===== config.mk =====
export PLATFORM = sky130hd
export DESIGN_NAME = sfam_flags
export DESIGN_NICKNAME = d
export VERILOG_FILES = /design/src/hdl/sfam_pkg.sv /design/src/hdl/sfam_flags.sv
export SDC_FILE = /design/constraint.sdc
export NUM_CORES = 1
export LEC_CHECK = 0
export BUFFER_PORTS_ARGS = -buffer_cell sky130_fd_sc_hd__buf_2
export CORE_UTILIZATION = 51
export CTS_CLUSTER_DIAMETER = 100
export DETAILED_ROUTE_END_ITERATION = 10
export PLACE_DENSITY_LB_ADDON = 0.25
export SYNTH_ARGS = -nofsm -noshare
export SYNTH_HDL_FRONTEND = slang
export SYNTH_SLANG_ARGS = --single-unit

===== constraint.sdc =====
create_clock -name I_CLK_SYS -period 1.7 [get_ports I_CLK_SYS]
set_input_delay 0.255 -clock I_CLK_SYS [delete_from_list [all_inputs] [get_ports I_CLK_SYS]]
set_output_delay 0.255 -clock I_CLK_SYS [all_outputs]
set_load 0.02 [all_outputs]

===== src/hdl/sfam_pkg.sv =====
/*
 * constants, field positions, reset values and the bus phase type for the
 * serial port flag and address match logic.
 * assumes an 8-bit special function register port on the system clock.
 */
// Functional notes
// - master set on start sent, cleared stop/arbitration
// - transmit mode follows start sent or data write
// - start flag set after start+address; software clears
// - stop flag set on slave stop; cleared when sent
// - ack request after received byte without hw ack
// - arbitration lost on three bus conflict cases
// - arbitration lost clears whenever interrupt clears
// - acknowledge flag captures inverted received ack bit
// - interrupt flag set by bus events; software clears
// - hw ack enable: address match and auto ack
// - mask bit one compares address bit, zero ignores
// - general call enable also accepts address zero
// - general call only counts with hw ack enabled
// - interrupt holds clock low; clear starts next event
// - mask register: mask bits 7:1 ones, enable 0
package sfam_pkg;
	// register addresses on the special function register port
	localparam logic [7:0] SFAM_CTRL_ADDR = 8'hC0;
	localparam logic [7:0] SFAM_DATA_ADDR = 8'hC2;
	localparam logic [7:0] SFAM_MASK_ADDR = 8'hCE;
	localparam logic [7:0] SFAM_ADR_ADDR  = 8'hCF;
	// values after reset
	localparam logic [7:0] SFAM_CTRL_RST  = 8'h00;
	localparam logic [7:0] SFAM_MASK_RST  = 8'hFE;
	localparam logic [7:0] SFAM_ADR_RST   = 8'h00;
	// control register bit positions
	localparam int SFAM_MASTER_BIT = 7;
	localparam int SFAM_TXMODE_BIT = 6;
	localparam int SFAM_STA_BIT    = 5;
	localparam int SFAM_STO_BIT    = 4;
	localparam int SFAM_ACKRQ_BIT  = 3;
	localparam int SFAM_ARB_BIT    = 2;
	localparam int SFAM_ACK_BIT    = 1;
	localparam int SFAM_SI_BIT     = 0;
	// mask and address register fields
	localparam int SFAM_HW_ACK_ENABLE_BIT  = 0;
	localparam int SFAM_GC_BIT     = 0;
	// bit counter: data bits per byte, then the ack bit
	localparam logic [3:0] SFAM_BYTE_BITS = 4'h8;
	localparam logic [6:0] SFAM_GEN_CALL  = 7'h00;
	// bus phase tracked by the flag block
	typedef enum logic [2:0] {
		SFAM_IDLE = 3'b001,
		SFAM_ADDR = 3'b010,
		SFAM_DATA = 3'b100
	} sfam_phase_t;
endpackage


===== src/hdl/sfam_flags.sv =====
/*
 * status and control flags of the two-wire serial port plus hardware slave
 * address recognition and automatic acknowledge.
 * assumes the bus engine on the same clock reports start/stop generation and
 * arbitration hazards; bus pins are asynchronous and are synchronised here.
 */
`timescale 1ns/1ps
module sfam_flags
	import sfam_pkg::*;
(
	input  wire logic       I_CLK_SYS,
	input  wire logic       I_RSTN,
	input  wire logic [7:0] I_SFR_ADDR,
	input  wire logic       I_SFR_WE,
	input  wire logic [7:0] I_SFR_WDATA,
	output logic      [7:0] O_SFR_RDATA,
	input  wire logic       I_SCL_I,
	input  wire logic       I_SDA_I,
	output logic            O_SCL_O,
	output logic            O_SCL_OE,
	output logic            O_SDA_O,
	output logic            O_SDA_OE,
	input  wire logic       I_EV_START_GEN,
	input  wire logic       I_EV_STOP_GEN,
	input  wire logic       I_TRY_STOP_RS,
	input  wire logic       I_TX_ONE,
	output logic            O_START_REQ,
	output logic            O_STOP_REQ,
	output logic            O_NEXT_EVENT,
	output logic            O_ADDR_MATCH
);
	logic [1:0]  scl_sync_q;
	logic [1:0]  sda_sync_q;
	logic        scl_prev_q;
	logic        sda_prev_q;
	logic [7:0]  ctrl_q;
	logic [7:0]  mask_q;
	logic [7:0]  adr_q;
	logic [7:0]  shift_q;
	logic [3:0]  bitcnt_q;
	logic        addressed_q;
	logic        data_wr_q;
	logic        ack_drive_q;
	logic        match_q;
	logic        next_q;
	logic [7:0]  rdata_q;
	sfam_phase_t phase_q;
	logic        scl_s;
	logic        sda_s;
	logic        scl_rise;
	logic        scl_fall;
	logic        start_det;
	logic        stop_det;
	logic        ack_bit;
	logic        byte_done;
	logic        addr_done;
	logic        match_now;
	logic        hw_ack_enable;
	logic        ctrl_wr;
	logic        si_set;
	logic        si_clr;
	logic        arb_set;
	logic        rx_ack_ok;

	// masked compare plus optional general call, only under hw ack
	function automatic logic addr_hit(input logic [6:0] rx, input logic [6:0] own,
		input logic [6:0] msk, input logic gc, input logic en);
		addr_hit = en & ((((rx ^ own) & msk) == 7'h00)
			| (gc & (rx == SFAM_GEN_CALL)));
	endfunction

	// two-flop synchronisers for the bus pins
	always_ff @(posedge I_CLK_SYS or negedge I_RSTN) begin
		if (!I_RSTN) begin
			scl_sync_q <= 2'b11;
			sda_sync_q <= 2'b11;
			scl_prev_q <= 1'b1;
			sda_prev_q <= 1'b1;
		end else begin
			scl_sync_q <= {scl_sync_q[0], I_SCL_I};
			sda_sync_q <= {sda_sync_q[0], I_SDA_I};
			scl_prev_q <= scl_sync_q[1];
			sda_prev_q <= sda_sync_q[1];
		end
	end

	// bus conditions and byte boundaries
	assign scl_s     = scl_sync_q[1];
	assign sda_s     = sda_sync_q[1];
	assign scl_rise  = scl_s & ~scl_prev_q;
	assign scl_fall  = ~scl_s & scl_prev_q;
	assign start_det = scl_s & scl_prev_q & sda_prev_q & ~sda_s;
	assign stop_det  = scl_s & scl_prev_q & ~sda_prev_q & sda_s;
	assign ack_bit   = scl_rise & (bitcnt_q == SFAM_BYTE_BITS);
	assign byte_done = scl_rise & (bitcnt_q == SFAM_BYTE_BITS - 4'h1);
	assign addr_done = byte_done & (phase_q == SFAM_ADDR);
	assign hw_ack_enable     = mask_q[SFAM_HW_ACK_ENABLE_BIT];
	assign ctrl_wr   = I_SFR_WE & (I_SFR_ADDR == SFAM_CTRL_ADDR);
	// address bits are the first seven received, the eighth is direction
	assign match_now = addr_hit(shift_q[6:0], adr_q[7:1], mask_q[7:1],
		adr_q[SFAM_GC_BIT], hw_ack_enable);

	// bit counter, shift register and bus phase
	always_ff @(posedge I_CLK_SYS or negedge I_RSTN) begin
		if (!I_RSTN) begin
			bitcnt_q <= 4'h0;
			shift_q  <= 8'h00;
			phase_q  <= SFAM_IDLE;
		end else if (start_det) begin
			bitcnt_q <= 4'h0;
			phase_q  <= SFAM_ADDR;
		end else if (stop_det) begin
			bitcnt_q <= 4'h0;
			phase_q  <= SFAM_IDLE;
		end else if (scl_rise && phase_q != SFAM_IDLE) begin
			if (bitcnt_q == SFAM_BYTE_BITS) begin
				bitcnt_q <= 4'h0;
				phase_q  <= SFAM_DATA;
			end else begin
				bitcnt_q <= bitcnt_q + 4'h1;
				shift_q  <= {shift_q[6:0], sda_s};
			end
		end
	end

	// address match result and slave addressing state
	always_ff @(posedge I_CLK_SYS or negedge I_RSTN) begin
		if (!I_RSTN) begin
			match_q     <= 1'b0;
			addressed_q <= 1'b0;
		end else if (start_det || stop_det) begin
			match_q     <= 1'b0;
			addressed_q <= 1'b0;
		end else begin
			if (addr_done)
				match_q <= match_now & ~ctrl_q[SFAM_MASTER_BIT];
			if (ack_bit && phase_q == SFAM_ADDR && !ctrl_q[SFAM_MASTER_BIT])
				addressed_q <= ~sda_s;
		end
	end

	// hw ack drives data low over the ack bit when receiving
	assign rx_ack_ok = (phase_q == SFAM_ADDR) ? match_q : ~ctrl_q[SFAM_TXMODE_BIT]
		& ctrl_q[SFAM_ACK_BIT];
	always_ff @(posedge I_CLK_SYS or negedge I_RSTN) begin
		if (!I_RSTN)
			ack_drive_q <= 1'b0;
		else if (start_det || stop_det)
			ack_drive_q <= 1'b0;
		else if (scl_fall && bitcnt_q == SFAM_BYTE_BITS)
			ack_drive_q <= hw_ack_enable & rx_ack_ok;
		else if (scl_fall)
			ack_drive_q <= 1'b0;
	end

	// data register write before a frame marks the next byte as ours to send
	always_ff @(posedge I_CLK_SYS or negedge I_RSTN) begin
		if (!I_RSTN)
			data_wr_q <= 1'b0;
		else if (I_SFR_WE && I_SFR_ADDR == SFAM_DATA_ADDR)
			data_wr_q <= 1'b1;
		else if (scl_rise && bitcnt_q == 4'h0 && phase_q == SFAM_DATA)
			data_wr_q <= 1'b0;
	end

	// arbitration conflicts and interrupt sources
	assign arb_set = (start_det & ctrl_q[SFAM_MASTER_BIT] & ~ctrl_q[SFAM_STA_BIT])
		| (I_TRY_STOP_RS & ~scl_s)
		| (I_TX_ONE & scl_rise & ~sda_s & (bitcnt_q != SFAM_BYTE_BITS));
	assign si_set = I_EV_START_GEN | arb_set
		| (ack_bit & ctrl_q[SFAM_TXMODE_BIT])
		| (byte_done & ~ctrl_q[SFAM_TXMODE_BIT] & (phase_q == SFAM_DATA))
		| (addr_done & ~ctrl_q[SFAM_MASTER_BIT] & (match_now | ~hw_ack_enable))
		| (stop_det & addressed_q);
	assign si_clr = ctrl_wr & ~I_SFR_WDATA[SFAM_SI_BIT];

	// master and transmit mode indicators
	always_ff @(posedge I_CLK_SYS or negedge I_RSTN) begin
		if (!I_RSTN) begin
			ctrl_q[SFAM_MASTER_BIT] <= SFAM_CTRL_RST[SFAM_MASTER_BIT];
			ctrl_q[SFAM_TXMODE_BIT] <= SFAM_CTRL_RST[SFAM_TXMODE_BIT];
		end else begin
			if (I_EV_START_GEN)
				ctrl_q[SFAM_MASTER_BIT] <= 1'b1;
			else if (I_EV_STOP_GEN || arb_set)
				ctrl_q[SFAM_MASTER_BIT] <= 1'b0;
			if (I_EV_START_GEN)
				ctrl_q[SFAM_TXMODE_BIT] <= 1'b1;
			else if (arb_set || (start_det && !ctrl_q[SFAM_MASTER_BIT]))
				ctrl_q[SFAM_TXMODE_BIT] <= 1'b0;
			else if (scl_rise && bitcnt_q == 4'h0 && phase_q == SFAM_DATA)
				ctrl_q[SFAM_TXMODE_BIT] <= data_wr_q;
		end
	end

	// start and stop flags; hardware sets win over software writes
	always_ff @(posedge I_CLK_SYS or negedge I_RSTN) begin
		if (!I_RSTN) begin
			ctrl_q[SFAM_STA_BIT] <= SFAM_CTRL_RST[SFAM_STA_BIT];
			ctrl_q[SFAM_STO_BIT] <= SFAM_CTRL_RST[SFAM_STO_BIT];
		end else begin
			if (addr_done)
				ctrl_q[SFAM_STA_BIT] <= 1'b1;
			else if (ctrl_wr)
				ctrl_q[SFAM_STA_BIT] <= I_SFR_WDATA[SFAM_STA_BIT];
			if (stop_det && addressed_q)
				ctrl_q[SFAM_STO_BIT] <= 1'b1;
			else if (I_EV_STOP_GEN)
				ctrl_q[SFAM_STO_BIT] <= 1'b0;
			else if (ctrl_wr)
				ctrl_q[SFAM_STO_BIT] <= I_SFR_WDATA[SFAM_STO_BIT];
		end
	end

	// ack request, arbitration lost and acknowledge flags
	always_ff @(posedge I_CLK_SYS or negedge I_RSTN) begin
		if (!I_RSTN) begin
			ctrl_q[SFAM_ACKRQ_BIT] <= SFAM_CTRL_RST[SFAM_ACKRQ_BIT];
			ctrl_q[SFAM_ARB_BIT]   <= SFAM_CTRL_RST[SFAM_ARB_BIT];
			ctrl_q[SFAM_ACK_BIT]   <= SFAM_CTRL_RST[SFAM_ACK_BIT];
		end else begin
			if (byte_done && !hw_ack_enable && !ctrl_q[SFAM_TXMODE_BIT])
				ctrl_q[SFAM_ACKRQ_BIT] <= 1'b1;
			else if (ack_bit)
				ctrl_q[SFAM_ACKRQ_BIT] <= 1'b0;
			if (arb_set)
				ctrl_q[SFAM_ARB_BIT] <= 1'b1;
			else if (si_clr)
				ctrl_q[SFAM_ARB_BIT] <= 1'b0;
			if (ack_bit)
				ctrl_q[SFAM_ACK_BIT] <= ~sda_s;
			else if (ctrl_wr)
				ctrl_q[SFAM_ACK_BIT] <= I_SFR_WDATA[SFAM_ACK_BIT];
		end
	end

	// interrupt flag: set wins, zero write clears and releases the bus
	always_ff @(posedge I_CLK_SYS or negedge I_RSTN) begin
		if (!I_RSTN) begin
			ctrl_q[SFAM_SI_BIT] <= SFAM_CTRL_RST[SFAM_SI_BIT];
			next_q              <= 1'b0;
		end else begin
			if (si_set || (ctrl_wr && I_SFR_WDATA[SFAM_SI_BIT]))
				ctrl_q[SFAM_SI_BIT] <= 1'b1;
			else if (si_clr)
				ctrl_q[SFAM_SI_BIT] <= 1'b0;
			next_q <= si_clr & ~si_set;
		end
	end

	// address and mask registers
	always_ff @(posedge I_CLK_SYS or negedge I_RSTN) begin
		if (!I_RSTN) begin
			mask_q <= SFAM_MASK_RST;
			adr_q  <= SFAM_ADR_RST;
		end else if (I_SFR_WE) begin
			if (I_SFR_ADDR == SFAM_MASK_ADDR)
				mask_q <= I_SFR_WDATA;
			if (I_SFR_ADDR == SFAM_ADR_ADDR)
				adr_q <= I_SFR_WDATA;
		end
	end

	// registered read data; unmapped addresses read zero
	always_ff @(posedge I_CLK_SYS or negedge I_RSTN) begin
		if (!I_RSTN)
			rdata_q <= 8'h00;
		else begin
			unique case (I_SFR_ADDR)
				SFAM_CTRL_ADDR: rdata_q <= ctrl_q;
				SFAM_DATA_ADDR: rdata_q <= shift_q;
				SFAM_MASK_ADDR: rdata_q <= mask_q;
				SFAM_ADR_ADDR:  rdata_q <= adr_q;
				default:        rdata_q <= 8'h00;
			endcase
		end
	end

	// outputs: clock held low while the interrupt is pending
	assign O_SFR_RDATA  = rdata_q;
	assign O_SCL_O      = 1'b0;
	assign O_SCL_OE     = ctrl_q[SFAM_SI_BIT];
	assign O_SDA_O      = 1'b0;
	assign O_SDA_OE     = ack_drive_q;
	assign O_START_REQ  = ctrl_q[SFAM_STA_BIT];
	assign O_STOP_REQ   = ctrl_q[SFAM_STO_BIT];
	assign O_NEXT_EVENT = next_q;
	assign O_ADDR_MATCH = match_q;
endmodule


==> results of run 1 <==
==> where the power goes <==
part	total (mW)	internal, mW	switching, mW
clock network	1.30	0.756	0.542
logic	0.933	0.525	0.408
registers	1.73	1.58	0.148
total	3.96	2.86	1.10
==> synthesized netlist by cell type, types with 2 or more instances <==
cell type  count
nor3b_1        6
dfrtp_1       44
xor2_1         7
nor2b_1        3
nand2_1       20
or4b_1         2
nor2_1        10
and3_1         2
o21ai_0       11
nand4_1        3
inv_1          7
ha_1           2
mux2i_1       15
a21oi_1        8
a22oi_1        9
a211oi_1       2
mux2_2        25
nor3_1         3
dfstp_2       14
buf_2          2
buf_4          2
nand4b_1       2
nor4_1         2
nand3_1        4
==> layout make-up <==
cell class                      instances  area [um^2]  area share, %
Timing Repair Buffer                   85          576           15.9
Tap cell                               70         87.6           2.42
Clock buffer                           12          155           4.29
Inverter                                7         26.3          0.726
Clock inverter                          4         51.3           1.42
Multi-Input combinational cell        162         1250           34.6
Sequential cell                        58         1470           40.6
==> placed cells by master, fill, tap and decap left out, drive strengths merged, types with 2 or more instances in the layout <==
cell type,n
buf,82
dfrtp,44
mux2,25
nand2,21
mux2i,15
dfstp,14
clkbuf,12
o21ai,12
nor2,11
a22oi,9
a21oi,8
xor2,7
inv,7
nor3b,7
nand3,4
nor3,4
nand4,3
dlygate4sd3,3
nor2b,3
and3,2
nor4,2
nand4b,2
a211oi,2
conb,2
or4b,2
ha,2
clkinv,2
==> final timing paths <==
check | from | end | slack, ns | depth (start not counted)
worst max-delay path | adr_q[6] | O_ADDR_MATCH | -0.16 | 5
worst min register to register | scl_sync_q[0] | scl_sync_q[1] | 0.36 | 0
min in group asynchronous | I_RSTN | O_SFR_RDATA[2] | 0.43 | 3
worst min-delay path | I_EV_STOP_GEN | O_STOP_REQ | 0.12 | 2
max in group asynchronous | I_RSTN | sda_prev_q | 0.95 | 3
worst max register to register | adr_q[6] | O_ADDR_MATCH | -0.16 | 5
==> per-layer routing <==
layer / GRT usage, % / up-vias / share of wire (%)
met2: 42.1 / 44 / 50
met1: 30.6 / 1032 / 45
met5: 0 / - / 0
met3: 8.43 / 4 / 4.0
li1: - / 1030 / -
met4: 11.5 / 0 / 0.80
==> cells by family (layout without fill, tap and decap cells) <==
logic type / after synthesis / after routing / synth area share (%)
muxes: 40 / 40 / 15.9
xor gates and xnor gates: 8 / 8 / 2.58
and+or+nand+nor: 68 / 68 / 14.2
AOI/OAI and AO/OA: 42 / 42 / 10.1
other: 1 / 2 / 0.138
DFF: 58 / 58 / 54.1
adders and majority gates: 2 / 2 / 0.921
buffers and inverters: 13 / 108 / 2.16
==> critical path, stage by stage, from the launching register on <==
cell      delay, ns
dfrtp_1        0.39
xor2_1         0.16
a222oi_1       0.37
a31oi_1        0.20
or4b_4         0.55
a21oi_2        0.13
==> through the flow <==
step	util [%]	worst slack [ns]	cell area, um^2
after global routing	70.8	-0.245	3620
after detailed placement	64.5	-0.238	3300
final	70.8	-0.163	3620
after CTS	69.5	-0.151	3550
after floorplan	-	-0.00398	2740
after global placement	64.5	-0.206	3300
==> sequential cells by signal, indices dropped and copies added, names as in the netlist <==
name          count
O_NEXT_EVENT      1
phase_q           3
sda_sync_q        2
addressed_q       1
scl_prev_q        1
shift_q           8
O_SCL_OE          1
mask_q            8
O_START_REQ       1
sda_prev_q        1
data_wr_q         1
adr_q             8
O_ADDR_MATCH      1
bitcnt_q          4
O_SDA_OE          1
scl_sync_q        2
O_STOP_REQ        1
ctrl_q            5
O_SFR_RDATA       8
==> repair_timing <==
action / CTS / global route
setup buffers: 1 / 3
hold buffers: 3 / 0
hold endpoints to repair: 46 / 0
gates resized for setup: 3 / 11
setup endpoints to repair: 3 / 16
pin swaps: 6 / 9
==> results.cfg, run 1 <==
[status]
status = complete, but fails checks
failed_checks = negative setup slack

[final_layout]
area_growth_pct = 33.1
diodes = 0
nets = 350
drive_gt1_share_pct = 47.3
nFillCells = 372
fin_cells = 398

[clock_tree]
root_buffer = clkbuf_8
cts-htree-levels = 3
clock-sinks = 58
path_clk_slew_ns = 0.07
clockBufferDepth = 2
cts_tree = yes
cts_buffers = 9
clock_latency_ns = 0.34

[yosys]
syn_area_mm2 = 0.00272
syn_area_per_cell_um2 = 11.7
yosysSeqAreaShare_pct = 54.1
yosysTopAreaCell = dfrtp_1
synth_edf_count = 0
synth_top_area_share_pct = 40.5
yosysWarnings = 0
syn_inst = 232
synth_ff_type = dfrtp_1
ys_async_sr_fraction_pct = 100
ys_types = 51
synth.area.top_cells = dfrtp_1, dfstp_2, mux2_2
ys_seq_elements = 58

[placed_design]
dp_cells = 375
portBuffers = 38
hpwl_mm = 4.38
place_congestion = 0.830

[sta]
timing.setup.tns_ns = -0.318
final_max_slew_viol_count = 0
rsz0062_at_grt = true
period_needed_ns = 1.86
finClkSkew_ns = 0.0103
max_freq_mhz = 537
hold_viol_final = 0
period_share_pct = 110
fin_hold_ws_ns = 0.119
fin_ws_ns = -0.163
setup_viol_count_final = 3

[floorplan]
die_x_um = 75.0
coreArea_mm2 = 0.00511
die_y_um = 75.0
ios = 41
die-area_mm2 = 0.00562
initial_core_util_pct = 53.2
num_rows = 26

[global_route]
antenna_found_initial = 0
globalRouteOverflowTotal = 0
grt_pass1_wl_mm = 10.1
grt_pass1_vias = 2152
grt_usage_pct = 25.6
grt_max_degree = 59

[routing]
via_per_inst = 5.30
wl_per_cell_um = 15.6
first_iter_violations = 114
drc = 0
wirelength_mm = 6.22
num_vias = 2110
drt_first_pass_iters = 4
ant_nets = 0

[critical_path]
crit_type = reg2reg
critPathLaunchType = register
cp-end-kind = register
path_max_fanout = 2
crit_arrival_ns = 2.14
worstPathRequired_ns = 1.98

[pwr]
leakagePower_nw = 1.73
total_power_mw = 3.96
powerDensity_mw_per_mm2 = 1090
ir_drop_v = 0.000640

[min_path]
min_path_type = in2reg

[job]
cap_violations = 0
No activity file was read; power rests on OpenSTA's default activity.
==> run 2, diff against run 1 <==
==> constraint.sdc (replaced) <==
create_clock -name I_CLK_SYS -period 1.7 [get_ports I_CLK_SYS]
set_input_delay 0.34 -clock I_CLK_SYS [delete_from_list [all_inputs] [get_ports I_CLK_SYS]]
set_output_delay 0.34 -clock I_CLK_SYS [all_outputs]
set_load 0.02 [all_outputs]
==> results.cfg, run 2 (synthesized netlist as in run 1, its figures left out) <==
[routing]
wirelength_mm = 6.23
wl_per_cell_um = 15.4
ant_nets = 0
first_iter_violations = 75
drt_first_pass_iters = 4
num_vias = 2146
via_per_inst = 5.30
drc = 0

[sta]
fin_hold_ws_ns = 0.101
setup_viol_count_final = 3
rsz0062_at_grt = true
max_freq_mhz = 534
hold_viol_final = 0
fin_ws_ns = -0.173
finClkSkew_ns = 0.00874
period_needed_ns = 1.87
period_share_pct = 110
timing.setup.tns_ns = -0.505
final_max_slew_viol_count = 0

[clock_tree]
clockBufferDepth = 2
clock-sinks = 58
clock_latency_ns = 0.33
root_buffer = clkbuf_8
cts_tree = yes
path_clk_slew_ns = 0.06
cts_buffers = 9
cts-htree-levels = 3

[global_route]
globalRouteOverflowTotal = 0
antenna_found_initial = 0
grt_usage_pct = 24.6
grt_max_degree = 59
grt_pass1_vias = 2097
grt_pass1_wl_mm = 9.87

[final_layout]
area_growth_pct = 34.9
area.sequential_mm2 = 0.00147
drive_gt1_share_pct = 48.7
nFillCells = 400
multi_input_area_mm2 = 0.00126
diodes = 0
final_common_cell = buf_4
nets = 357
final_cell_mix = buf_4, dfrtp_1, buf_2

[critical_path]
timing.rr.end = O_ADDR_MATCH
critPathBufInv = 0
crit_arrival_ns = 2.12
r2r-start = adr_q[6]
slowest_stage = or4b_1
reg2reg_depth = 5
critPathLaunchType = register
cp_slowest_stage_delay_ns = 0.52
cp-end-kind = register
critPathTopFamily = compound AO/OA/AOI/OAI gates
path_cells = xor2_1, a222oi_1, a31oi_1, or4b_1, a21oi_1
r2r_slack_ns = -0.17
worstPathRequired_ns = 1.95
path_max_fanout = 2
crit_type = reg2reg

[min_path]
holdPathStages = 1
hold_end = scl_sync_q[0]
hp-start = I_SCL_I
min_path_type = in2reg

[placed_design]
place_ws_ns = -0.338
place_congestion = 0.816
portBuffers = 38
hpwl_mm = 4.46

[pwr]
ir_drop_v = 0.000513
powerDensity_mw_per_mm2 = 1060
leakagePower_nw = 1.77

[status]
failed_checks = negative setup slack
status = complete, but fails checks

[floorplan]
die-area_mm2 = 0.00562
ios = 41
coreArea_mm2 = 0.00511
num_rows = 26
initial_core_util_pct = 53.2
die_x_um = 75.0
die_y_um = 75.0

[job]
cap_violations = 0
==> run 2: routing by layer <==
layer | share of wire [%] | global-route usage (%) | wire [um]
met1 | 44 | 30.1 | 2760
met3 | 3.9 | 7.36 | 246
met2 | 50 | 41.8 | 3130
met4 | 1.5 | 7.97 | 92
met5 | 0 | 0 | 0
==> run 2: worst max path at each step <==
stage | slack, ns | from | to | cells after the start
final | -0.17 | adr_q[6] | O_ADDR_MATCH | 5
after global routing | -0.25 | adr_q[6] | O_ADDR_MATCH | 5
after CTS | -0.18 | adr_q[6] | O_ADDR_MATCH | 5
after detailed placement | -0.34 | adr_q[6] | O_NEXT_EVENT | 6
after global placement | -0.20 | adr_q[6] | O_NEXT_EVENT | 6
after floorplan | -0.004 | scl_sync_q[1] | shift_q[0] | 4
==> run 2: layout make-up <==
class	count	area share (%)
sequential	58	40.1
tap	70	2.39
clock buffer	14	4.71
clock inverter	2	0.956
multi-input combinational	162	34.4
timing repair buffer	92	16.8
inverter	7	0.717
==> run 2: power breakdown <==
part	leakage, nW	internal, mW	total, mW	switching [mW]
clock	0.107	0.796	1.30	0.504
sequential	0.707	1.58	1.72	0.144
combinational	0.959	0.484	0.868	0.384
==> run 2: worst register-to-register path, cell delays in order (launching register included) <==
cell	delay (ns)
dfrtp_1	0.40
xor2_1	0.17
a222oi_1	0.35
a31oi_1	0.20
or4b_1	0.52
a21oi_1	0.15
==> run 2: through the flow <==
stage          cells  power [mW]  cell area [um^2]  utilization [%]
5_1_grt          405        4.08              3670             71.8
2_1_floorplan    233        2.15              2740                -
3_3_place_gp     382        2.54              3350             65.6
6_report         405        3.89              3670             71.8
4_1_cts          399        3.89              3570             69.9
3_5_place_dp     382        2.57              3350             65.6
==> run 2: repair_timing <==
action | in CTS | in global routing
gates resized for setup | 2 | 13
hold buffers | 1 | 0
pin swaps | 4 | 9
endpoints found under the hold margin | 9 | 0
setup buffers | 0 | 6
setup endpoints to repair | 3 | 15
gates cloned | 0 | 0
